**src/logic/voice_codec_pkg.sv**
```systemverilog
package voice_codec_pkg;

  // ************************************************************
  // register indices (address byte bits 6..3)
  // ************************************************************
  localparam int unsigned NUM_REGS = 11;
  localparam logic [3:0] IDX_CLOCK_LAW = 4'h0;
  localparam logic [3:0] IDX_CHANNEL_PATH = 4'h1;
  localparam logic [3:0] IDX_RX_SUBST = 4'h2;
  localparam logic [3:0] IDX_TX_SUBST = 4'h3;
  localparam logic [3:0] IDX_ROUTING = 4'h4;
  localparam logic [3:0] IDX_TX_SIDETONE = 4'h5;
  localparam logic [3:0] IDX_EAR_SPEAKER = 4'h6;
  localparam logic [3:0] IDX_TONE_SHAPE = 4'h7;
  localparam logic [3:0] IDX_TONE_ONE = 4'h8;
  localparam logic [3:0] IDX_TONE_TWO = 4'h9;
  localparam logic [3:0] IDX_BOOST_CLIP = 4'hA;

  // ************************************************************
  // address byte layout
  // ************************************************************
  localparam int unsigned ADDR_POWER_BIT = 7;
  localparam int unsigned ADDR_IDX_MSB = 6;
  localparam int unsigned ADDR_IDX_LSB = 3;
  localparam int unsigned ADDR_READ_BIT = 2;
  localparam int unsigned ADDR_SECOND_BIT = 1;
  localparam logic [3:0] LAST_ADDR_BIT = 4'h7;
  localparam logic [3:0] LAST_DATA_BIT = 4'hF;

  // ************************************************************
  // values after reset
  // ************************************************************
  localparam logic [7:0] RST_CLOCK_LAW = 8'h40;
  localparam logic [7:0] RST_BOOST_CLIP = 8'hC0;
  localparam logic [7:0] RST_OTHER = 8'h00;
  localparam logic RST_POWER_DOWN = 1'b1;
  // synchronisers start with select deasserted and every other pin low
  localparam logic [5:0] RST_PINS = 6'h10;

  // ************************************************************
  // pcm framing
  // ************************************************************
  localparam logic [7:0] SLOT_BITS = 8'h08;
  localparam logic [7:0] SLOT_GAP_BITS = 8'h02;
  localparam logic [2:0] SLOT_LAST_BIT = 3'h7;

  // master clock to 8 kHz frame divider per clock select code
  localparam logic [8:0] DIV_512K = 9'h040;
  localparam logic [8:0] DIV_1536K = 9'h0C0;
  localparam logic [8:0] DIV_2048K = 9'h100;
  localparam logic [8:0] DIV_2560K = 9'h140;

  typedef enum logic [1:0] {
    LAW_MU255, LAW_MU_BARE, LAW_A_EVEN_INV, LAW_A_BARE
  } law_type;

  typedef enum logic [1:0] {
    RANGE_STANDARD, RANGE_HALF, RANGE_DOUBLE
  } tone_range_type;

  typedef struct packed {
    logic cclk;
    logic cs_n;
    logic ci;
  } serial_pins_type;

  typedef struct packed {
    logic mclk;
    logic fs;
    logic dr;
  } pcm_pins_type;

  typedef struct packed {
    logic mic_select;
    logic transmit_input_enable;
    logic sidetone_on;
    logic aux_input_enable;
    logic tone_to_speaker;
    logic tone_to_earpiece;
    logic speech_to_speaker;
    logic speech_to_earpiece;
    logic [3:0] transmit_gain;
    logic [3:0] sidetone_atten;
    logic [3:0] earpiece_gain;
    logic [3:0] speaker_gain;
    logic speaker_boost;
    logic handsfree_io_enable;
    logic antilarsen_enable;
  } audio_ctrl_type;

  typedef struct packed {
    logic [3:0] tone_gain;
    logic tone_one_on;
    logic tone_two_on;
    logic sine_select;
    logic tone_to_transmit;
    logic [7:0] tone_one_number;
    logic [7:0] tone_two_number;
    tone_range_type tone_range;
    logic anticlip_enable;
    logic [1:0] clip_threshold;
    logic [1:0] release_time;
  } tone_clip_type;

endpackage : voice_codec_pkg

```
**src/logic/voice_codec_control.sv**
```systemverilog
// Contract
// speaker boost bit selects +27 dB loudspeaker path when 1, +9 dB when 0
// anticlip enable bit turns the anti-clipping section on or off
// threshold field codes 00..11 give -15, -13, -9, -7 dBm0; default 00
// release field codes 00..11 give 256, 128, 32, 16 ms; default 00
// range bits: 00 standard, 01 halved, 10 doubled; 11 never written
// each tone frequency register holds an 8-bit unsigned number, msb bit 7
// tone-to-transmit bit routes the tone generator into the transmit path
// clock select codes 00..11 pick divider for 512k, 1.536M, 2.048M, 2.56M
// in gci mode controller uses only 1.536 or 2.048 MHz master clock
// clock default 1.536 MHz; other clocks written before power-up
// law bits pick mu-255, mu bare, A even-inverted, A bare; mu-255 default
// every pcm byte shifts msb first, transmit and receive
// timing bit: 0 delayed, 1 non-delayed; ignored in gci; delayed at reset
// format bit: channels adjacent at 0, two bits apart at 1; not in gci
// seven-bit slot: receive lsb ignored, transmit lsb high impedance
// loopback retransmits captured receive byte; no coding, amplifiers muted
// latch bit 0 leaves latch pin floating, 1 pulls it low
// receive substitution decodes register byte; reads return captured byte
// transmit substitution sends the write-only register byte every frame
// voice transfer off: no decoding, transmit slots high impedance
// channel bits pick one of four gci channels; upper bit ignored in pcm
// sidetone follows its enable and is forced off when transmit input off
// routing bits send tone and speech to speaker, earpiece, both or none
// gain upper nibble sets transmit gain 0..15 dB in 1 dB steps
// gain lower nibble sets sidetone -8..-23 dB in 1 dB steps
// receive gain upper nibble sets earpiece 0..-15 dB in 1 dB steps
// receive gain lower nibble sets loudspeaker 0..-30 dB in 2 dB steps
// access is address byte then data byte; p, index, read, second-byte bits
// reset loads every field default; reserved bits read as zero
module voice_codec_control
  import voice_codec_pkg::*;
(
  // clock and reset
  input wire logic sys_clk,
  input wire logic sys_rst,
  // mode strap
  input wire logic gci_mode,
  // serial control port pins
  input wire serial_pins_type serial_pins,
  output logic co_o,
  output logic co_oe,
  // pcm highway pins
  input wire pcm_pins_type pcm_pins,
  output logic dx_o,
  output logic dx_oe,
  // latch output pin
  output logic latch_o,
  output logic latch_oe,
  // codec core side
  input wire logic [7:0] enc_byte,
  output logic [7:0] dec_byte,
  output logic dec_valid,
  output logic tx_amp_mute,
  output logic rx_amp_mute,
  output logic power_down,
  output law_type coding_law,
  output logic [8:0] mclk_divider,
  // analog and tone controls
  output audio_ctrl_type audio_ctrl,
  output tone_clip_type tone_clip
);

  // ************************************************************
  // pin synchronisers
  // ************************************************************
  localparam int unsigned PINS = 6;
  logic [PINS-1:0] pin_raw;
  logic [PINS-1:0] s1_q;
  logic [PINS-1:0] s2_q;
  logic [PINS-1:0] s3_q;
  logic [PINS-1:0] filt_q;
  logic [PINS-1:0] prev_q;

  assign pin_raw = {serial_pins, pcm_pins};

  genvar gi;
  generate
    for (gi = 0; gi < PINS; gi++) begin : g_sync
      always_ff @(posedge sys_clk or posedge sys_rst) begin
        if (sys_rst) begin
          s1_q[gi] <= RST_PINS[gi];
          s2_q[gi] <= RST_PINS[gi];
          s3_q[gi] <= RST_PINS[gi];
          filt_q[gi] <= RST_PINS[gi];
          prev_q[gi] <= RST_PINS[gi];
        end else begin
          s1_q[gi] <= pin_raw[gi];
          s2_q[gi] <= s1_q[gi];
          s3_q[gi] <= s2_q[gi];
          // accept a change once stages two and three agree
          if (s2_q[gi] == s3_q[gi]) begin
            filt_q[gi] <= s3_q[gi];
          end
          prev_q[gi] <= filt_q[gi];
        end
      end
    end
  endgenerate

  serial_pins_type ser;
  serial_pins_type ser_prev;
  pcm_pins_type pcm;
  pcm_pins_type pcm_prev;
  assign {ser, pcm} = filt_q;
  assign {ser_prev, pcm_prev} = prev_q;

  logic cclk_rise;
  logic cclk_fall;
  logic mclk_rise;
  logic mclk_fall;
  assign cclk_rise = ser.cclk & ~ser_prev.cclk & ~ser.cs_n;
  assign cclk_fall = ~ser.cclk & ser_prev.cclk & ~ser.cs_n;
  assign mclk_rise = pcm.mclk & ~pcm_prev.mclk;
  assign mclk_fall = ~pcm.mclk & pcm_prev.mclk;

  // ************************************************************
  // serial control port
  // ************************************************************
  logic [3:0] bit_cnt_q;
  logic [7:0] shift_q;
  logic [7:0] addr_q;
  logic [7:0] co_shift_q;
  logic [7:0] shift_d;
  logic [7:0] regs_q [NUM_REGS];
  logic [7:0] rx_capture_q;
  logic [7:0] rd_data;
  logic [3:0] addr_idx;
  logic wr_stb;
  logic [3:0] wr_idx;
  logic [7:0] wr_data;

  assign shift_d = {shift_q[6:0], ser.ci};
  assign addr_idx = addr_q[ADDR_IDX_MSB:ADDR_IDX_LSB];
  // second byte taken only when the address byte flagged one
  assign wr_stb = cclk_rise && bit_cnt_q == LAST_DATA_BIT && addr_q[ADDR_SECOND_BIT] &&
                  !addr_q[ADDR_READ_BIT];
  assign wr_idx = addr_idx;
  assign wr_data = shift_d;

  always_ff @(posedge sys_clk or posedge sys_rst) begin
    if (sys_rst) begin
      bit_cnt_q <= 4'h0;
      shift_q <= 8'h00;
      addr_q <= 8'h00;
      power_down <= RST_POWER_DOWN;
    end else if (ser.cs_n) begin
      bit_cnt_q <= 4'h0;
    end else if (cclk_rise) begin
      shift_q <= shift_d;
      if (bit_cnt_q != LAST_DATA_BIT) begin
        bit_cnt_q <= bit_cnt_q + 4'h1;
      end
      if (bit_cnt_q == LAST_ADDR_BIT) begin
        addr_q <= shift_d;
        power_down <= shift_d[ADDR_POWER_BIT];
      end
    end
  end

  // read data from the register selected by the address byte
  always_comb begin
    rd_data = 8'h00;
    if (addr_idx == IDX_RX_SUBST) begin
      rd_data = rx_capture_q;
    end else if (addr_idx != IDX_TX_SUBST && addr_idx < 4'(NUM_REGS)) begin
      rd_data = regs_q[addr_idx];
    end
  end

  always_ff @(posedge sys_clk or posedge sys_rst) begin
    if (sys_rst) begin
      co_shift_q <= 8'h00;
      co_o <= 1'b0;
      co_oe <= 1'b0;
    end else if (ser.cs_n) begin
      co_oe <= 1'b0;
    end else if (cclk_rise && bit_cnt_q == LAST_ADDR_BIT) begin
      co_shift_q <= 8'h00;
    end else if (cclk_fall && bit_cnt_q == 4'h8 && addr_q[ADDR_READ_BIT] &&
                 addr_q[ADDR_SECOND_BIT] && !co_oe) begin
      co_o <= rd_data[7];
      co_shift_q <= {rd_data[6:0], 1'b0};
      co_oe <= 1'b1;
    end else if (cclk_fall && co_oe) begin
      co_o <= co_shift_q[7];
      co_shift_q <= {co_shift_q[6:0], 1'b0};
    end
  end

  // ************************************************************
  // register file
  // ************************************************************
  always_ff @(posedge sys_clk or posedge sys_rst) begin
    if (sys_rst) begin
      for (int i = 0; i < NUM_REGS; i++) begin
        regs_q[i] <= RST_OTHER;
      end
      regs_q[IDX_CLOCK_LAW] <= RST_CLOCK_LAW;
      regs_q[IDX_BOOST_CLIP] <= RST_BOOST_CLIP;
    end else if (wr_stb && wr_idx < 4'(NUM_REGS)) begin
      regs_q[wr_idx] <= wr_data;
    end
  end

  logic [7:0] clk_law;
  logic [7:0] chan_path;
  logic [7:0] routing;
  logic [7:0] tone_shape;
  logic [7:0] boost_clip;
  assign clk_law = regs_q[IDX_CLOCK_LAW];
  assign chan_path = regs_q[IDX_CHANNEL_PATH];
  assign routing = regs_q[IDX_ROUTING];
  assign tone_shape = regs_q[IDX_TONE_SHAPE];
  assign boost_clip = regs_q[IDX_BOOST_CLIP];

  logic nondelayed_timing;
  logic channel_format;
  logic seven_bit_slot;
  logic digital_loopback;
  logic receive_substitute;
  logic transmit_substitute;
  logic voice_enable;
  logic channel_sel_hi;
  logic channel_sel_lo;
  assign nondelayed_timing = clk_law[3];
  assign channel_format = clk_law[2];
  assign seven_bit_slot = clk_law[1];
  assign digital_loopback = clk_law[0];
  assign receive_substitute = chan_path[4];
  assign transmit_substitute = chan_path[3];
  assign voice_enable = chan_path[2];
  assign channel_sel_hi = chan_path[1];
  assign channel_sel_lo = chan_path[0];

  // ************************************************************
  // control outputs
  // ************************************************************
  always_comb begin
    unique case (clk_law[7:6])
      2'b00: mclk_divider = DIV_512K;
      2'b01: mclk_divider = DIV_1536K;
      2'b10: mclk_divider = DIV_2048K;
      2'b11: mclk_divider = DIV_2560K;
    endcase
  end

  assign coding_law = law_type'(clk_law[5:4]);
  assign tx_amp_mute = digital_loopback | ~routing[6];
  assign rx_amp_mute = digital_loopback;
  assign latch_o = 1'b0;
  assign latch_oe = chan_path[5];

  always_comb begin
    audio_ctrl.mic_select = routing[7];
    audio_ctrl.transmit_input_enable = routing[6];
    audio_ctrl.sidetone_on = routing[5] & routing[6];
    audio_ctrl.aux_input_enable = routing[4];
    audio_ctrl.tone_to_speaker = routing[3];
    audio_ctrl.tone_to_earpiece = routing[2];
    audio_ctrl.speech_to_speaker = routing[1];
    audio_ctrl.speech_to_earpiece = routing[0];
    audio_ctrl.transmit_gain = regs_q[IDX_TX_SIDETONE][7:4];
    audio_ctrl.sidetone_atten = regs_q[IDX_TX_SIDETONE][3:0];
    audio_ctrl.earpiece_gain = regs_q[IDX_EAR_SPEAKER][7:4];
    audio_ctrl.speaker_gain = regs_q[IDX_EAR_SPEAKER][3:0];
    audio_ctrl.speaker_boost = boost_clip[7];
    audio_ctrl.handsfree_io_enable = chan_path[7];
    audio_ctrl.antilarsen_enable = chan_path[6];
  end

  always_comb begin
    tone_clip.tone_gain = tone_shape[7:4];
    tone_clip.tone_one_on = tone_shape[3];
    tone_clip.tone_two_on = tone_shape[2];
    tone_clip.sine_select = tone_shape[1];
    tone_clip.tone_to_transmit = tone_shape[0];
    tone_clip.tone_one_number = regs_q[IDX_TONE_ONE];
    tone_clip.tone_two_number = regs_q[IDX_TONE_TWO];
    tone_clip.anticlip_enable = boost_clip[6];
    tone_clip.clip_threshold = boost_clip[5:4];
    tone_clip.release_time = boost_clip[3:2];
    // forbidden code falls back to the standard range
    unique case (boost_clip[1:0])
      2'b01: tone_clip.tone_range = RANGE_HALF;
      2'b10: tone_clip.tone_range = RANGE_DOUBLE;
      default: tone_clip.tone_range = RANGE_STANDARD;
    endcase
  end

  // ************************************************************
  // pcm slot timing
  // ************************************************************
  logic fs_seen_q;
  logic [7:0] pos_q;
  logic [7:0] pos_d;
  logic [7:0] slot_start;
  logic [8:0] rel_tx;
  logic [8:0] rel_rx;
  logic [8:0] delay_bits;
  logic in_tx_slot;
  logic in_rx_slot;

  always_comb begin
    if (gci_mode) begin
      slot_start = {3'h0, channel_sel_hi, channel_sel_lo, 3'h0};
    end else if (channel_sel_lo) begin
      slot_start = channel_format ? SLOT_BITS + SLOT_GAP_BITS : SLOT_BITS;
    end else begin
      slot_start = 8'h00;
    end
    delay_bits = (gci_mode || nondelayed_timing) ? 9'h000 : 9'h001;
    if (pcm.fs && !fs_seen_q) begin
      pos_d = 8'h00;
    end else if (pos_q != 8'hFF) begin
      pos_d = pos_q + 8'h01;
    end else begin
      pos_d = pos_q;
    end
    rel_tx = {1'b0, pos_d} - {1'b0, slot_start} - delay_bits;
    rel_rx = {1'b0, pos_q} - {1'b0, slot_start} - delay_bits;
    in_tx_slot = rel_tx[8:3] == 6'h00;
    in_rx_slot = rel_rx[8:3] == 6'h00;
  end

  always_ff @(posedge sys_clk or posedge sys_rst) begin
    if (sys_rst) begin
      pos_q <= 8'hFF;
      fs_seen_q <= 1'b0;
    end else if (mclk_rise) begin
      pos_q <= pos_d;
      fs_seen_q <= pcm.fs;
    end
  end

  // ************************************************************
  // pcm transmit
  // ************************************************************
  logic [7:0] loop_q;
  logic [7:0] tx_src;
  logic [7:0] tx_shift_q;

  always_comb begin
    if (digital_loopback) begin
      tx_src = loop_q;
    end else if (transmit_substitute) begin
      tx_src = regs_q[IDX_TX_SUBST];
    end else begin
      tx_src = enc_byte;
    end
  end

  always_ff @(posedge sys_clk or posedge sys_rst) begin
    if (sys_rst) begin
      tx_shift_q <= 8'h00;
      dx_o <= 1'b0;
      dx_oe <= 1'b0;
    end else if (mclk_rise) begin
      if (in_tx_slot && rel_tx[2:0] == 3'h0) begin
        dx_o <= tx_src[7];
        tx_shift_q <= {tx_src[6:0], 1'b0};
      end else begin
        dx_o <= tx_shift_q[7];
        tx_shift_q <= {tx_shift_q[6:0], 1'b0};
      end
      dx_oe <= in_tx_slot && voice_enable &&
               !(seven_bit_slot && rel_tx[2:0] == SLOT_LAST_BIT);
    end
  end

  // ************************************************************
  // pcm receive
  // ************************************************************
  logic [6:0] rx_shift_q;
  logic [7:0] rx_byte;
  logic rx_done;
  assign rx_byte = {rx_shift_q, pcm.dr & ~seven_bit_slot};
  assign rx_done = mclk_fall && in_rx_slot && rel_rx[2:0] == SLOT_LAST_BIT;

  always_ff @(posedge sys_clk or posedge sys_rst) begin
    if (sys_rst) begin
      rx_shift_q <= 7'h00;
      rx_capture_q <= 8'h00;
      loop_q <= 8'h00;
      dec_byte <= 8'h00;
      dec_valid <= 1'b0;
    end else begin
      dec_valid <= 1'b0;
      if (mclk_fall && in_rx_slot) begin
        rx_shift_q <= {rx_shift_q[5:0], pcm.dr};
      end
      if (rx_done) begin
        rx_capture_q <= rx_byte;
        if (voice_enable && digital_loopback) begin
          loop_q <= rx_byte;
        end
        if (voice_enable && !digital_loopback) begin
          dec_byte <= receive_substitute ? regs_q[IDX_RX_SUBST] : rx_byte;
          dec_valid <= 1'b1;
        end
      end
    end
  end

  // ************************************************************
  // checks
  // ************************************************************
  boost_write_a: assert property (@(posedge sys_clk) disable iff (sys_rst)
    wr_stb && wr_idx == IDX_BOOST_CLIP |=> audio_ctrl.speaker_boost == $past(wr_data[7]))
    else $error("speaker boost did not follow write");
  anticlip_write_a: assert property (@(posedge sys_clk) disable iff (sys_rst)
    wr_stb && wr_idx == IDX_BOOST_CLIP |=> tone_clip.anticlip_enable == $past(wr_data[6]))
    else $error("anticlip enable did not follow write");
  range_decode_a: assert property (@(posedge sys_clk) disable iff (sys_rst)
    boost_clip[1:0] == 2'b11 |-> tone_clip.tone_range == RANGE_STANDARD)
    else $error("forbidden range not held standard");
  dx_msb_first_a: assert property (@(posedge sys_clk) disable iff (sys_rst)
    mclk_rise && in_tx_slot && rel_tx[2:0] == 3'h0 |=> dx_o == $past(tx_src[7]))
    else $error("transmit slot did not start with msb");
  seven_bit_lsb_a: assert property (@(posedge sys_clk) disable iff (sys_rst)
    mclk_rise && seven_bit_slot && rel_tx[2:0] == SLOT_LAST_BIT |=> !dx_oe)
    else $error("lsb driven in seven bit mode");
  voice_off_a: assert property (@(posedge sys_clk) disable iff (sys_rst)
    !voice_enable && !$past(voice_enable) |-> !dec_valid ##1 !dx_oe)
    else $error("voice transfer off but slot active");
  sidetone_force_a: assert property (@(posedge sys_clk) disable iff (sys_rst)
    !audio_ctrl.transmit_input_enable |-> !audio_ctrl.sidetone_on)
    else $error("sidetone on with transmit input off");
  loopback_mute_a: assert property (@(posedge sys_clk) disable iff (sys_rst)
    digital_loopback |-> tx_amp_mute && rx_amp_mute && !dec_valid)
    else $error("loopback without mute");
  rx_subst_a: assert property (@(posedge sys_clk) disable iff (sys_rst)
    rx_done && voice_enable && !digital_loopback && receive_substitute
    |=> dec_valid && dec_byte == $past(regs_q[IDX_RX_SUBST]))
    else $error("substituted receive byte not decoded");
  latch_write_a: assert property (@(posedge sys_clk) disable iff (sys_rst)
    wr_stb && wr_idx == IDX_CHANNEL_PATH |=> latch_oe == $past(wr_data[5]) && !latch_o)
    else $error("latch output did not follow write");

endmodule : voice_codec_control

```
**config.mk**
```make
export PLATFORM = sky130hd
export DESIGN_NAME = voice_codec_control
export DESIGN_NICKNAME = d
export VERILOG_FILES = /design/src/logic/voice_codec_pkg.sv /design/src/logic/voice_codec_control.sv
export SDC_FILE = /design/constraint.sdc
export NUM_CORES = 1
export LEC_CHECK = 0
export ABC_AREA = 1
export BUFFER_PORTS_ARGS = -buffer_cell sky130_fd_sc_hd__buf_2
export CAP_MARGIN = 5
export CORE_UTILIZATION = 50
export CTS_CLUSTER_SIZE = 28
export DETAILED_ROUTE_END_ITERATION = 12
export PLACE_DENSITY = 0.7
export SYNTH_ARGS = -nofsm -noshare
export SYNTH_HDL_FRONTEND = slang
export SYNTH_SLANG_ARGS = --single-unit
export TNS_END_PERCENT = 50
```
**constraint.sdc**
```tcl
create_clock -name sys_clk -period 10.5 [get_ports sys_clk]
set_input_delay 1.05 -clock sys_clk [delete_from_list [all_inputs] [get_ports sys_clk]]
set_output_delay 1.05 -clock sys_clk [all_outputs]
set_load 0.1 [all_outputs]
```
=== After elaboration in Yosys (flattened, before gate mapping) ===
Cells that the tools add are included.

* Bitwise gates (word level): 18
* Reduce and logical (&&, ||, !) cells: 44
* Add/sub/neg operators: 6
* Order comparisons: 3
* Mux-type cells: 34
* Equality and inequality tests: 21

{| class="wikitable"
|+ Operator list
! kind !! number
|-
| $mux 8 || 14
|-
| $bwmux 88 || 1
|-
| $pmux 9 s4 || 1
|-
| $bmux 8 s4 || 1
|-
| $demux 8 s4 || 1
|-
| $logic_and 1x1->1 || 21
|-
| $sub 8x8->9 || 2
|-
| $sub 9x1->9 || 2
|-
| $mux 4 || 4
|-
| $logic_not 6->1 || 2
|-
| $reduce_and 2->1 || 6
|-
| $mux 1 || 9
|-
| $add 8x1->8 const B || 1
|-
| $and 1x1->1 || 8
|-
| $eq 4x4->1 const B || 2
|-
| $ne 8x8->1 const B || 1
|-
| $not 1->1 || 8
|-
| $reduce_bool 2->1 || 4
|-
| $eq 1x1->1 || 6
|-
| $eq 2x2->1 const B || 3
|-
| $eq 3x3->1 const B || 2
|-
| $reduce_and 3->1 || 2
|-
| $ge 5x5->1 const B || 1
|-
| $logic_not 1->1 || 5
|-
| 18 further kinds || 19
|}

* Output and inout port bits: 87
* Word-level logic and storage cells: 180
* Flip-flop bits (word level): 194

=== Longest topological paths before layout ===
Gate-level depths: netlist of the first run.

* Depth after elaboration: 10
* Mapped depth: 22

=== Worst setup path after synthesis of the first run ===
Ideal clock, no wire load.

* Path kind: register -> output
* Start: reg regs_q, in the netlist clk_law[0]
* End: out tx_amp_mute
* Stages on the path, launching flop included: 4
* Setup slack: 7063 ps
* Arrival time: 2387 ps
* Buffers on the path: 1
* Cell sequence: dfrtp_1 clkinv_1 clkbuf_1 nand2_1

* Cells in the longest elaborated chain, start to end: 1

{| class="wikitable"
|+ Ends and longest elaborated chain
! item !! line !! RTL
|-
| start, declared || voice_codec_control.sv:125 || <nowiki>logic [7:0] regs_q [NUM_REGS];</nowiki>
|-
| start signal, assigned by index || voice_codec_control.sv:202 || <nowiki>regs_q[wr_idx] <= wr_data;</nowiki>
|-
| $or 1x1->1 || voice_codec_control.sv:249 || <nowiki>assign tx_amp_mute = digital_loopback | ~routing[6];</nowiki>
|-
| end, declared || voice_codec_control.sv:54 || <nowiki>output logic tx_amp_mute,</nowiki>
|}

Every way passes these cells.

=== Final worst setup path of the first run ===
* Start: in gci_mode
* End: reg dec_byte[7]

* Cells in the longest elaborated chain, start to end: 7
* Elaborated cells on any way between the ends: 10
* Classes of those cells: add/sub (2); eq/ne (1); mux (2); reduce/logical (5)

{| class="wikitable"
|+ Ends and longest elaborated chain
! item !! line !! RTL
|-
| start, declared || voice_codec_control.sv:38 || <nowiki>input wire logic gci_mode,</nowiki>
|-
| $mux 5 or $logic_or 1x1->1 (tied branches) || voice_codec_control.sv:305, voice_codec_control.sv:312 ||
|-
| $sub 8x8->9 or $mux 1 (tied branches) || voice_codec_control.sv:321, voice_codec_control.sv:312 ||
|-
| $sub 9x1->9 (*) || voice_codec_control.sv:321 || <nowiki>rel_rx = {1'b0, pos_q} - {1'b0, slot_start} - delay_bits;</nowiki>
|-
| $logic_not 6->1 || voice_codec_control.sv:323 || <nowiki>in_rx_slot = rel_rx[8:3] == 6'h00;</nowiki>
|-
| $logic_and 1x1->1 || voice_codec_control.sv:378 || <nowiki>assign rx_done = mclk_fall && in_rx_slot && rel_rx[2:0] == SLOT_LAST_BIT;</nowiki>
|-
| $logic_and 1x1->1 (*) || voice_codec_control.sv:378 ||
|-
| $reduce_and 2->1 (no line) (*) || n/a ||
|-
| end signal, assigned || voice_codec_control.sv:398 || <nowiki>dec_byte <= receive_substitute ? regs_q[IDX_RX_SUBST] : rx_byte;</nowiki>
|-
| end, declared || voice_codec_control.sv:52 || <nowiki>output logic [7:0] dec_byte,</nowiki>
|}

Every way passes the cells marked *; elsewhere a longest branch is shown, timed or not.
A chain may end at the register's enable or synchronous reset.

==> results.sh, run 1 <==
export IMPL_r2r_end="tx_shift_q[6]$_DFFE_PP0P_"
export IMPL_antenna_cells=0
export IMPL_crit_path_start_kind="input pin"
export IMPL_clkTransAtPathRegs_ns=0.08
export IMPL_dominantRegCellSynth="dfrtp_1"
export IMPL_max_vdd_ir_drop_uv=116
export IMPL_finalCritPeriodShare_pct=33.4
export IMPL_intPower_mw=1.25
export IMPL_synth_common_cells="322 x nand2_1, 175 x dfrtp_1, 157 x o21ai_0, 88 x inv_1, 66 x buf_4"
export IMPL_seqCellArea_um2=4800
export IMPL_drc=0
export IMPL_arrival_ns=3.84
export IMPL_die_y_um=141
export IMPL_cts_made_buffers=17
export IMPL_endpoint_kind="register"
export IMPL_wirelength_mm=23.1
export IMPL_grt_usage_pct=24.7
export IMPL_core_area_um2=18800
export IMPL_min_period_ns=3.51
export IMPL_setup_violations=0
export IMPL_outcome="complete, no violations"
export IMPL_hold_depth=0
export IMPL_postSynthAreaPerCell_um2=8.64
export IMPL_cp_num_buf_inv=3
export IMPL_drive_gt1_share_pct=17.0
export IMPL_drt_iter0_markers=561
export IMPL_p_sw_share_pct=34.3
export IMPL_r2r_start="pos_q[1]$_DFFE_PP1P_"
export IMPL_cap_violations=0
export IMPL_fin_tns_setup_ns=0
export IMPL_max_stage_delay_ns=0.39
export IMPL_grt_pass1_vias=7134
export IMPL_postCtsHoldBufs=0
export IMPL_crit_chain="buf_2 -> nor3_1 -> inv_1 -> ha_1 -> o21ai_0 -> a31oi_1 -> nor3_1 -> a21o_1 -> nor2_2 -> nand2_2 -> inv_1 -> nand3_2 -> nand2_1 -> nand2_1"
export IMPL_async_reset_ff_share_pct=100
export IMPL_synth_cell_types=48
export IMPL_clk_path_buf_depth=2
export IMPL_p_comb_share_pct=20.1
export IMPL_dp_hpwl_mm=16.0
export IMPL_hold_viol_final=0
export IMPL_ys_warn_count=0
export IMPL_ys_ff_latch=191
export IMPL_crit_fanout=25
export IMPL_p_sw_mw=0.652
export IMPL_holdPathEnd="s2_q[1]$_DFF_PP0_"
export IMPL_grt_pass1_wl_mm=37.9
export IMPL_wl_per_cell_um=16.4
export IMPL_area_growth_pct=8.13
export IMPL_total_power_mw=1.90
export IMPL_grt_ovfl_total=0
export IMPL_cp_num_cells=14
export IMPL_cts_tree="done"
export IMPL_tightest_slew_ns=1.11
export IMPL_rows=50
export IMPL_io_pins=104
export IMPL_yosysTopAreaCell="dfrtp_1"
export IMPL_clk_latency_ns=0.44
export IMPL_netlist_area_um2=9700
export IMPL_power_density_nw_per_um2=181
export IMPL_die_area_um2=20000
export IMPL_fmax_mhz=285
export IMPL_clock_power_share_pct=35.3
export IMPL_worstHoldStart="s1_q[1]$_DFF_PP0_"
export IMPL_yosysTopAreaCellShare_pct=45.1
export IMPL_rr_worst_depth=20
export IMPL_slew_viol_final=0
export IMPL_cts_max_level=4
export IMPL_finalNonFillerCells=1410
export IMPL_fin_nets=1173
export IMPL_rsz0062_at_grt="no"
export IMPL_ctsResizeCount=0
export IMPL_synth_cells=1122
export IMPL_start_util_pct=51.5
export IMPL_crit_type="input pin to register"
export IMPL_place_port_buffers=96
export IMPL_p_leak_nw=5.15
export IMPL_grt_max_degree=108
export IMPL_crit_family="simple AND/OR/NAND/NOR gates"
export IMPL_routabilityCongestion=0.889
export IMPL_grt_antenna_before_repair=0
export IMPL_detail_route_vias_per_cell=5.28
export IMPL_cp_slowest_cell="nor2_2"
export IMPL_yosysSeqAreaShare_pct=49.5
export IMPL_dp_cells=1378
export IMPL_hold_class="register to register"
export IMPL_crit_required_ns=10.83
export IMPL_fin_skew_ns=0.0113
export IMPL_cts_num_sinks=191
export IMPL_dr_pass1_iters=5
export IMPL_multiInputGateArea_um2=3850
export IMPL_cts_setup_buffers=0
export IMPL_slew_headroom_pct=25.8
export IMPL_fp_dieW_um=141
export IMPL_r2r_slack_ns=7.05
export IMPL_final_antenna_net_count=0
export IMPL_synth_area_leaders="dfrtp_1 45%, nand2_1 12%, o21ai_0 8.1%"
export IMPL_root_buffer="clkbuf_16"
export IMPL_fillers=1704
export IMPL_synth_edff_count=0
export IMPL_fin_util_pct=55.7
export IMPL_yosysMostFrequentCell="nand2_1"
export IMPL_vias=7451
export IMPL_fin_hold_ws_ns=0.351
export IMPL_power_frac_seq_pct=44.6
-- stage by stage --
stage	instance area, µm²	setup slack [ns]
2_1_floorplan	9720	4.28
3_3_place_gp	9870	6.67
3_5_place_dp	9870	6.54
4_1_cts	10500	7.00
5_1_grt	10500	6.62
6_report	10500	6.99
-- worst max-delay path by stage --
stage	start	to	slack, ns
after floorplan	sys_rst	addr_q[1]$_DFFE_PP0P_	4.28
after global placement	gci_mode	dec_byte[0]$_DFFE_PP0P_	6.67
after detailed placement	gci_mode	dec_byte[7]$_DFFE_PP0P_	6.54
after CTS	gci_mode	dec_byte[7]$_DFFE_PP0P_	7.00
after global routing	gci_mode	loop_q[6]$_DFFE_PP0P_	6.62
final	gci_mode	dec_byte[7]$_DFFE_PP0P_	6.99
-- area by class of cell --
type | count | share of cell area (%)
clock buffer | 17 | 4.06
multi-input combinational | 729 | 36.7
tap | 260 | 3.10
clock inverter | 15 | 1.83
inverter | 96 | 3.51
sequential | 191 | 45.8
timing repair buffer | 102 | 5.01
-- power by group through the flow --
stage	registers [mW]	clock network [mW]	logic, mW
6_report	0.849	0.671	0.382
5_1_grt	0.859	0.711	0.429
4_1_cts	0.849	0.682	0.384
3_5_place_dp	0.862	0	0.381
3_3_place_gp	0.861	0	0.373
2_1_floorplan	0.857	0	0.292
-- cells in the final DEF (no fill, tap or decap), types with 6 or more instances in the layout --
cell,count
clkbuf_16,17
nand2_1,322
nor2_1,28
buf_2,96
conb_1,7
nand3_4,11
maj3_1,6
dfrtp_1,175
buf_4,6
a22oi_1,30
inv_1,87
nand4_1,12
dfstp_2,16
inv_8,6
o21ai_0,157
nand3_1,46
a21oi_1,21
nand2_2,7
o21ai_1,9
ha_1,17
-- per-layer routing --
layer | vias up | GRT usage [%] | part of all wire [%]
met4 | 0 | 9.38 | 2.6
met5 | - | 0 | 0
met2 | 232 | 39.5 | 47
met1 | 3538 | 33.0 | 44
li1 | 3643 | - | -
met3 | 38 | 5.47 | 5.8
-- cell families (layout without fill, tap and decap cells) --
kind of cell               Yosys count  count (layout)  share of synthesized area, %
AOI/OAI and AO/OA                  238             238                          13.6
xor gates and xnor gates             6               6                         0.542
adders and majority gates           25              25                          3.22
buffers and inverters              208             230                          11.1
DFF                                191             191                          49.5
other                                1               7                        0.0387
and+or+nand+nor                    453             453                          22.0
-- registers in the layout, summed over array words and instances, names as in the netlist, 4 cells and up --
register and count:
audio_ctrl 16, regs_q 16, tone_clip 16, boost_clip 8
chan_path 8, clk_law 8, dec_byte 8, loop_q 8
pos_q 8, routing 8, rx_capture_q 8, tone_shape 8
co_shift_q 7, rx_shift_q 7, shift_q 7, tx_shift_q 7
addr_q 6, filt_q 6, s1_q 6, s2_q 6
s3_q 6, bit_cnt_q 4
(Power assumes the default switching activity.)
==> run 2: changes to the inputs <==
Settings changed: PLACE_DENSITY 0.7 to 0.72.
Clock period 10.5 ns to 3.1 ns, I/O delays scaled along.
==> run 2 against run 1 <==
  * Register-to-register slack got worse by 6.9 ns
  * Hold slack about the same
  * Clock-buffer cell count unchanged
  * Via count increased by 2.1%
  * Critical endpoint is now tx_shift_q[5]$_DFFE_PP0P_
  * Largest cell class unchanged
  * Sequential power increased to 3.4 times the previous value
  * Utilization increased by 1.3 points
  * Cell area increased by 2.3%
  * Sequential cell count unchanged
  * Wire length increased by 0.78%
  * Clock skew about the same
  * Total power increased to 3.4 times the previous value
==> results.sh, run 2 (synthesized netlist as in run 1, its figures left out) <==
export IMPL_cts_tree="done"
export IMPL_p_leak_nw=5.23
export IMPL_cts_made_buffers=17
export IMPL_area_growth_pct=10.6
export IMPL_drive_gt1_share_pct=19.5
export IMPL_endpoint="tx_shift_q[5]$_DFFE_PP0P_"
export IMPL_place_port_buffers=96
export IMPL_clock_power_share_pct=33.2
export IMPL_finalCritPeriodShare_pct=95.5
export IMPL_endpoint_kind="register"
export IMPL_r2r_slack_ns=0.14
export IMPL_p_sw_mw=2.25
export IMPL_fin_area_um2=10700
export IMPL_clkTransAtPathRegs_ns=0.07
export IMPL_start_util_pct=51.5
export IMPL_arrival_ns=3.34
export IMPL_crit_type="register to register"
export IMPL_routabilityCongestion=0.911
export IMPL_p_comb_share_pct=22.4
export IMPL_p_sw_share_pct=34.8
export IMPL_crit_path_start="pos_q[1]$_DFFE_PP1P_"
export IMPL_rows=50
export IMPL_fin_skew_ns=0.0114
export IMPL_r2r_end="tx_shift_q[5]$_DFFE_PP0P_"
export IMPL_wl_per_cell_um=16.2
export IMPL_dp_hpwl_mm=16.0
export IMPL_root_buffer="clkbuf_16"
export IMPL_max_vdd_ir_drop_uv=398
export IMPL_setup_violations=0
export IMPL_layout_commonest_cell="nand2_1"
export IMPL_outcome="complete, no violations"
export IMPL_slew_headroom_pct=42.8
export IMPL_cts_num_sinks=191
export IMPL_rsz0062_at_grt="yes"
export IMPL_vias=7606
export IMPL_setup_ws_ns=0.138
export IMPL_cap_violations=0
export IMPL_crit_path_start_kind="register"
export IMPL_dr_pass1_iters=5
export IMPL_final_antenna_net_count=0
export IMPL_crit_required_ns=3.48
export IMPL_core_area_um2=18800
export IMPL_fp_dieW_um=141
export IMPL_drc=0
export IMPL_finalNonFillerCells=1431
export IMPL_die_area_um2=20000
export IMPL_fmax_mhz=338
export IMPL_final_cell_mix="318 x nand2_1, 175 x dfrtp_1, 156 x o21ai_0, 96 x buf_2, 83 x inv_1"
export IMPL_detail_route_vias_per_cell=5.32
export IMPL_antenna_cells=0
export IMPL_cts_max_level=4
export IMPL_clk_latency_ns=0.44
export IMPL_hold_class="register to register"
export IMPL_io_pins=104
export IMPL_power_density_nw_per_um2=601
export IMPL_power_frac_seq_pct=44.4
export IMPL_slew_viol_final=0
export IMPL_grt_antenna_before_repair=0
export IMPL_hold_viol_final=0
export IMPL_clk_path_buf_depth=2
export IMPL_grt_pass1_vias=7275
export IMPL_post_place_ws_ns=-0.0260
export IMPL_grt_pass1_wl_mm=37.7
export IMPL_tightest_slew_ns=0.855
export IMPL_r2r_start="pos_q[1]$_DFFE_PP1P_"
export IMPL_wirelength_mm=23.2
export IMPL_intPower_mw=4.20
export IMPL_min_period_ns=2.96
export IMPL_grt_usage_pct=24.5
export IMPL_fin_nets=1194
export IMPL_grt_ovfl_total=0
export IMPL_placed_cell_area_um2=9970
export IMPL_crit_fanout=8
export IMPL_fin_util_pct=57.0
export IMPL_rr_worst_depth=22
export IMPL_dp_cells=1388
export IMPL_grt_max_degree=87
export IMPL_die_y_um=141
export IMPL_drt_iter0_markers=639
[run 2: timing repair]
action | 4_1_cts | 5_1_grt
buffers inserted | 1 | 1
hold buffers | 7 | 0
cloned | 1 | 1
resized for setup | 2 | 23
endpoints found under the setup margin | 7 | 14
pin swaps | 1 | 12
endpoints found under the hold margin | 20 | 0
[run 2: critical path, cell delays in order, from the launching register on]
cell	delay, ns
dfstp_2	0.57
ha_4	0.16
nand2_4	0.07
nor2_8	0.16
a21oi_2	0.07
inv_2	0.06
nor2_2	0.03
nand3b_1	0.17
ha_2	0.20
inv_2	0.06
ha_4	0.21
inv_2	0.06
o21bai_1	0.08
buf_4	0.15
a21oi_4	0.13
nand2_2	0.07
nand2_2	0.07
nand2_4	0.08
nor2_8	0.13
nand3_4	0.13
nand2_1	0.10
nand3_1	0.07
nand2_1	0.07
[run 2: layout make-up]
type	count	area (µm²)
fillers	1669	8100
flip-flops and latches	191	4800
multi-input cells	731	3960
repair buffers	121	714
clock buffers	17	425
inverters	96	364
well taps	260	325
clock inverters	15	145
[run 2: how the worst min path moves through the flow]
stage	from	depth (start not counted)	to	slack [ns]
2_1_floorplan	serial_pins[1]	0	s1_q[4]$_DFF_PP1_	0.31
3_3_place_gp	s1_q[1]$_DFF_PP0_	0	s2_q[1]$_DFF_PP0_	0.33
3_5_place_dp	s1_q[1]$_DFF_PP0_	0	s2_q[1]$_DFF_PP0_	0.33
4_1_cts	enc_byte[0]	5	tx_shift_q[1]$_DFFE_PP0P_	0.34
5_1_grt	s1_q[1]$_DFF_PP0_	0	s2_q[1]$_DFF_PP0_	0.36
6_report	s1_q[1]$_DFF_PP0_	0	s2_q[1]$_DFF_PP0_	0.35
[run 2: stage by stage]
step	TNS (ns)	total power [mW]	hold WS, ns
floorplan	0	3.89	0.314
global placement	0	4.20	0.334
detailed placement	-0.0995	4.23	0.335
CTS	0	6.40	0.342
global route	-0.173	6.74	0.357
finish	0	6.45	0.351
[run 2: power groups by stage]
stage | Clock [mW] | Sequential (mW) | Combinational, mW
floorplan | 0 | 2.90 | 0.988
global placement | 0 | 2.89 | 1.31
detailed placement | 0 | 2.90 | 1.33
CTS | 2.15 | 2.86 | 1.39
global route | 2.24 | 2.89 | 1.61
finish | 2.14 | 2.86 | 1.45
[run 2: metal layers]
metal  part of all wire (%)  up-vias  GRT usage, %
met5                      0        -             0
met4                    2.1        0          8.52
met3                    4.9       44          4.35
met2                     49      228          40.6
met1                     44     3652          32.4
li1                       -     3682             -
==> run 3: changes to the inputs <==
Settings changed: ABC_AREA 1 to not set.
==> run 3 against run 2 <==
  * The run now ends with setup timing left
  * Critical path depth is 6 lower
  * Area after synthesis is 1.1% lower
  * Global-route usage shrank 0.76 points
  * Critical path type unchanged
  * Largest cell class unchanged
  * Largest power group unchanged
==> results.sh, run 3 <==
export IMPL_violations="setup timing"
export IMPL_fmax_mhz=291
export IMPL_area_growth_pct=17.9
export IMPL_netlist_area_um2=9590
export IMPL_outcome="finished, violations left"
export IMPL_crit_path_start_kind="register"
export IMPL_yosysMostFrequentCell="dfrtp_1"
export IMPL_io_pins=104
export IMPL_arrival_ns=3.75
export IMPL_wl_per_cell_um=19.2
export IMPL_tightest_slew_ns=0.844
export IMPL_power_density_nw_per_um2=584
export IMPL_yosysSeqAreaShare_pct=50.0
export IMPL_place_port_buffers=96
export IMPL_drive_gt1_share_pct=45.6
export IMPL_final_cell_mix="175 x dfrtp_1, 123 x mux2_2, 96 x buf_2, 67 x nand2_1, 59 x buf_4"
export IMPL_cp_common_cell="ha_4"
export IMPL_post_place_ws_ns=-0.495
export IMPL_finalCritPeriodShare_pct=111
export IMPL_hold_viol_final=0
export IMPL_p_comb_share_pct=20.3
export IMPL_crit_fanout=8
export IMPL_fin_skew_ns=0.0113
export IMPL_setup_violations=25
export IMPL_power_frac_seq_pct=46.9
export IMPL_start_util_pct=51.1
export IMPL_p_sw_share_pct=31.6
export IMPL_cp_num_buf_inv=2
export IMPL_crit_type="register to register"
export IMPL_detail_route_vias_per_cell=5.60
export IMPL_cp_slowest_cell="dfstp_2"
export IMPL_routabilityCongestion=0.843
export IMPL_max_stage_delay_ns=0.53
export IMPL_drt_iter0_markers=513
export IMPL_grt_usage_pct=23.7
export IMPL_dominantRegCellSynth="dfrtp_1"
export IMPL_postSynthAreaPerCell_um2=11.8
export IMPL_slew_viol_final=0
export IMPL_root_buffer="clkbuf_16"
export IMPL_crit_family="simple AND/OR/NAND/NOR gates"
export IMPL_dp_hpwl_mm=14.8
export IMPL_fp_dieW_um=141
export IMPL_ys_ff_latch=191
export IMPL_cts_tree="done"
export IMPL_synth_cell_types=54
export IMPL_grt_pass1_wl_mm=35.7
export IMPL_ys_warn_count=0
export IMPL_layout_commonest_cell="dfrtp_1"
export IMPL_grt_max_degree=65
export IMPL_min_period_ns=3.43
export IMPL_vias=6454
export IMPL_synth_cells=812
export IMPL_drc=0
export IMPL_p_leak_nw=5.38
export IMPL_cts_num_sinks=191
export IMPL_setup_ws_ns=-0.331
export IMPL_dr_pass1_iters=5
export IMPL_final_antenna_net_count=0
export IMPL_grt_pass1_vias=6640
export IMPL_grt_ovfl_total=0
export IMPL_hold_class="input pin to async pin"
export IMPL_synth_area_leaders="dfrtp_1 46%, mux2_2 17%, buf_4 5.1%"
export IMPL_max_vdd_ir_drop_uv=452
export IMPL_clk_path_buf_depth=2
export IMPL_grt_antenna_before_repair=0
export IMPL_synth_edff_count=0
export IMPL_async_reset_ff_share_pct=100
export IMPL_rows=50
export IMPL_clk_latency_ns=0.44
export IMPL_synth_common_cells="175 x dfrtp_1, 141 x mux2_2, 67 x nand2_1, 65 x buf_4, 41 x mux2i_1"
export IMPL_fin_nets=942
export IMPL_yosysTopAreaCell="dfrtp_1"
export IMPL_intPower_mw=4.51
export IMPL_core_area_um2=18800
export IMPL_cts_made_buffers=17
export IMPL_crit_chain="buf_6 -> ha_4 -> and2_4 -> and3_4 -> xnor2_1 -> nand2_1 -> ha_2 -> inv_2 -> ha_4 -> nand3_2 -> mux2i_2 -> nor3_1 -> o311ai_2 -> and4bb_4 -> mux2i_1 -> a21oi_1"
export IMPL_fin_hold_ws_ns=0.0246
export IMPL_die_y_um=141
export IMPL_slew_headroom_pct=43.6
export IMPL_cts_max_level=4
export IMPL_yosysTopAreaCellShare_pct=45.7
export IMPL_clock_power_share_pct=32.8
export IMPL_rsz0062_at_grt="yes"
export IMPL_endpoint_kind="register"
export IMPL_crit_required_ns=3.42
export IMPL_p_sw_mw=2.09
export IMPL_wirelength_mm=22.1
export IMPL_cap_violations=0
export IMPL_die_area_um2=19700
export IMPL_antenna_cells=0
export IMPL_clkTransAtPathRegs_ns=0.07
run 3: what timing repair did:
| item | 4_1_cts | 5_1_grt |
|---|---|---|
| endpoints found under the hold margin | 6 | 0 |
| hold buffers | 6 | 0 |
| gates resized for setup | 73 | 13 |
| pin swaps | 20 | 16 |
| setup endpoints to repair | 33 | 40 |
| setup buffers | 21 | 4 |
run 3: path summary, 6_finish.rpt:
check / end / cells after the start / start / slack, ns
min in group sys_clk: s2_q[3]$_DFF_PP0_ / 0 / s1_q[3]$_DFF_PP0_ / 0.35
setup / recovery: tx_shift_q[2]$_DFFE_PP0P_ / 16 / pos_q[0]$_DFFE_PP1P_ / -0.33
max in group asynchronous: s2_q[4]$_DFF_PP1_ / 3 / sys_rst / 2.23
hold reg to reg: s2_q[3]$_DFF_PP0_ / 0 / s1_q[3]$_DFF_PP0_ / 0.35
setup reg to reg: tx_shift_q[2]$_DFFE_PP0P_ / 16 / pos_q[0]$_DFFE_PP1P_ / -0.33
hold / removal: routing[3]$_DFFE_PP0P_ / 2 / sys_rst / 0.02
run 3: logic make-up (layout without fill, tap and decap cells):
| kind of cell | count (synthesis) | in the layout | share of synthesized area [%] |
|---|---|---|---|
| muxes | 191 | 191 | 22.9 |
| DFF | 191 | 191 | 50.0 |
| and+or+nand+nor | 171 | 171 | 9.00 |
| buffers and inverters | 130 | 231 | 7.80 |
| AOI/OAI and AO/OA | 93 | 93 | 6.00 |
| adders and majority gates | 25 | 25 | 3.26 |
| xor gates and xnor gates | 10 | 10 | 0.913 |
| other | 1 | 7 | 0.0391 |
run 3: cell type report:
| cell class | instances | area, µm² |
|---|---|---|
| multi-input cells | 497 | 4380 |
| repair buffers | 174 | 1160 |
| clock inverters | 15 | 153 |
| well taps | 234 | 293 |
| clock buffers | 17 | 425 |
| fillers | 1455 | 7460 |
| flip-flops and latches | 191 | 4800 |
| inverters | 25 | 97.6 |
run 3: metrics by stage:
| stage | util, % | TNS, ns | power (mW) | instances | instance area, µm² |
|---|---|---|---|---|---|
| 3_5_place_dp | 54.2 | -9.85 | 4.16 | 1094 | 10200 |
| 2_1_floorplan | - | -7.53 | 3.74 | 818 | 9620 |
| 5_1_grt | 60.3 | -7.64 | 6.87 | 1153 | 11300 |
| 3_3_place_gp | 54.2 | -7.78 | 4.13 | 1094 | 10200 |
| 4_1_cts | 60.0 | -4.61 | 6.54 | 1153 | 11300 |
| 6_report | 60.3 | -4.55 | 6.60 | 1153 | 11300 |
run 3: power groups by stage:
stage	Combinational (mW)	Sequential (mW)	Clock [mW]
2_1_floorplan	0.813	2.92	0
3_3_place_gp	1.00	3.12	0
3_5_place_dp	1.03	3.13	0
4_1_cts	1.26	3.09	2.19
5_1_grt	1.44	3.13	2.30
6_report	1.34	3.10	2.17
run 3: worst register-to-register path: cells and delay by family, from the launching register on:
kind	cells	cell delay (ns)
adders and majority gates	3	0.52
xor gates and xnor gates	1	0.12
AOI/OAI and AO/OA	2	0.23
buffers and inverters	2	0.17
muxes	2	0.34
and+or+nand+nor	6	1.40
DFF	1	0.53
run 3: metal layers:
metal	global-route usage [%]	share of wire, %	vias up	wire, µm
met3	4.48	4.5	44	989
met5	0	0	-	0
met2	38.4	48	171	10500
li1	-	-	2967	-
met1	31.9	46	3272	10100
met4	8.75	2.2	0	485
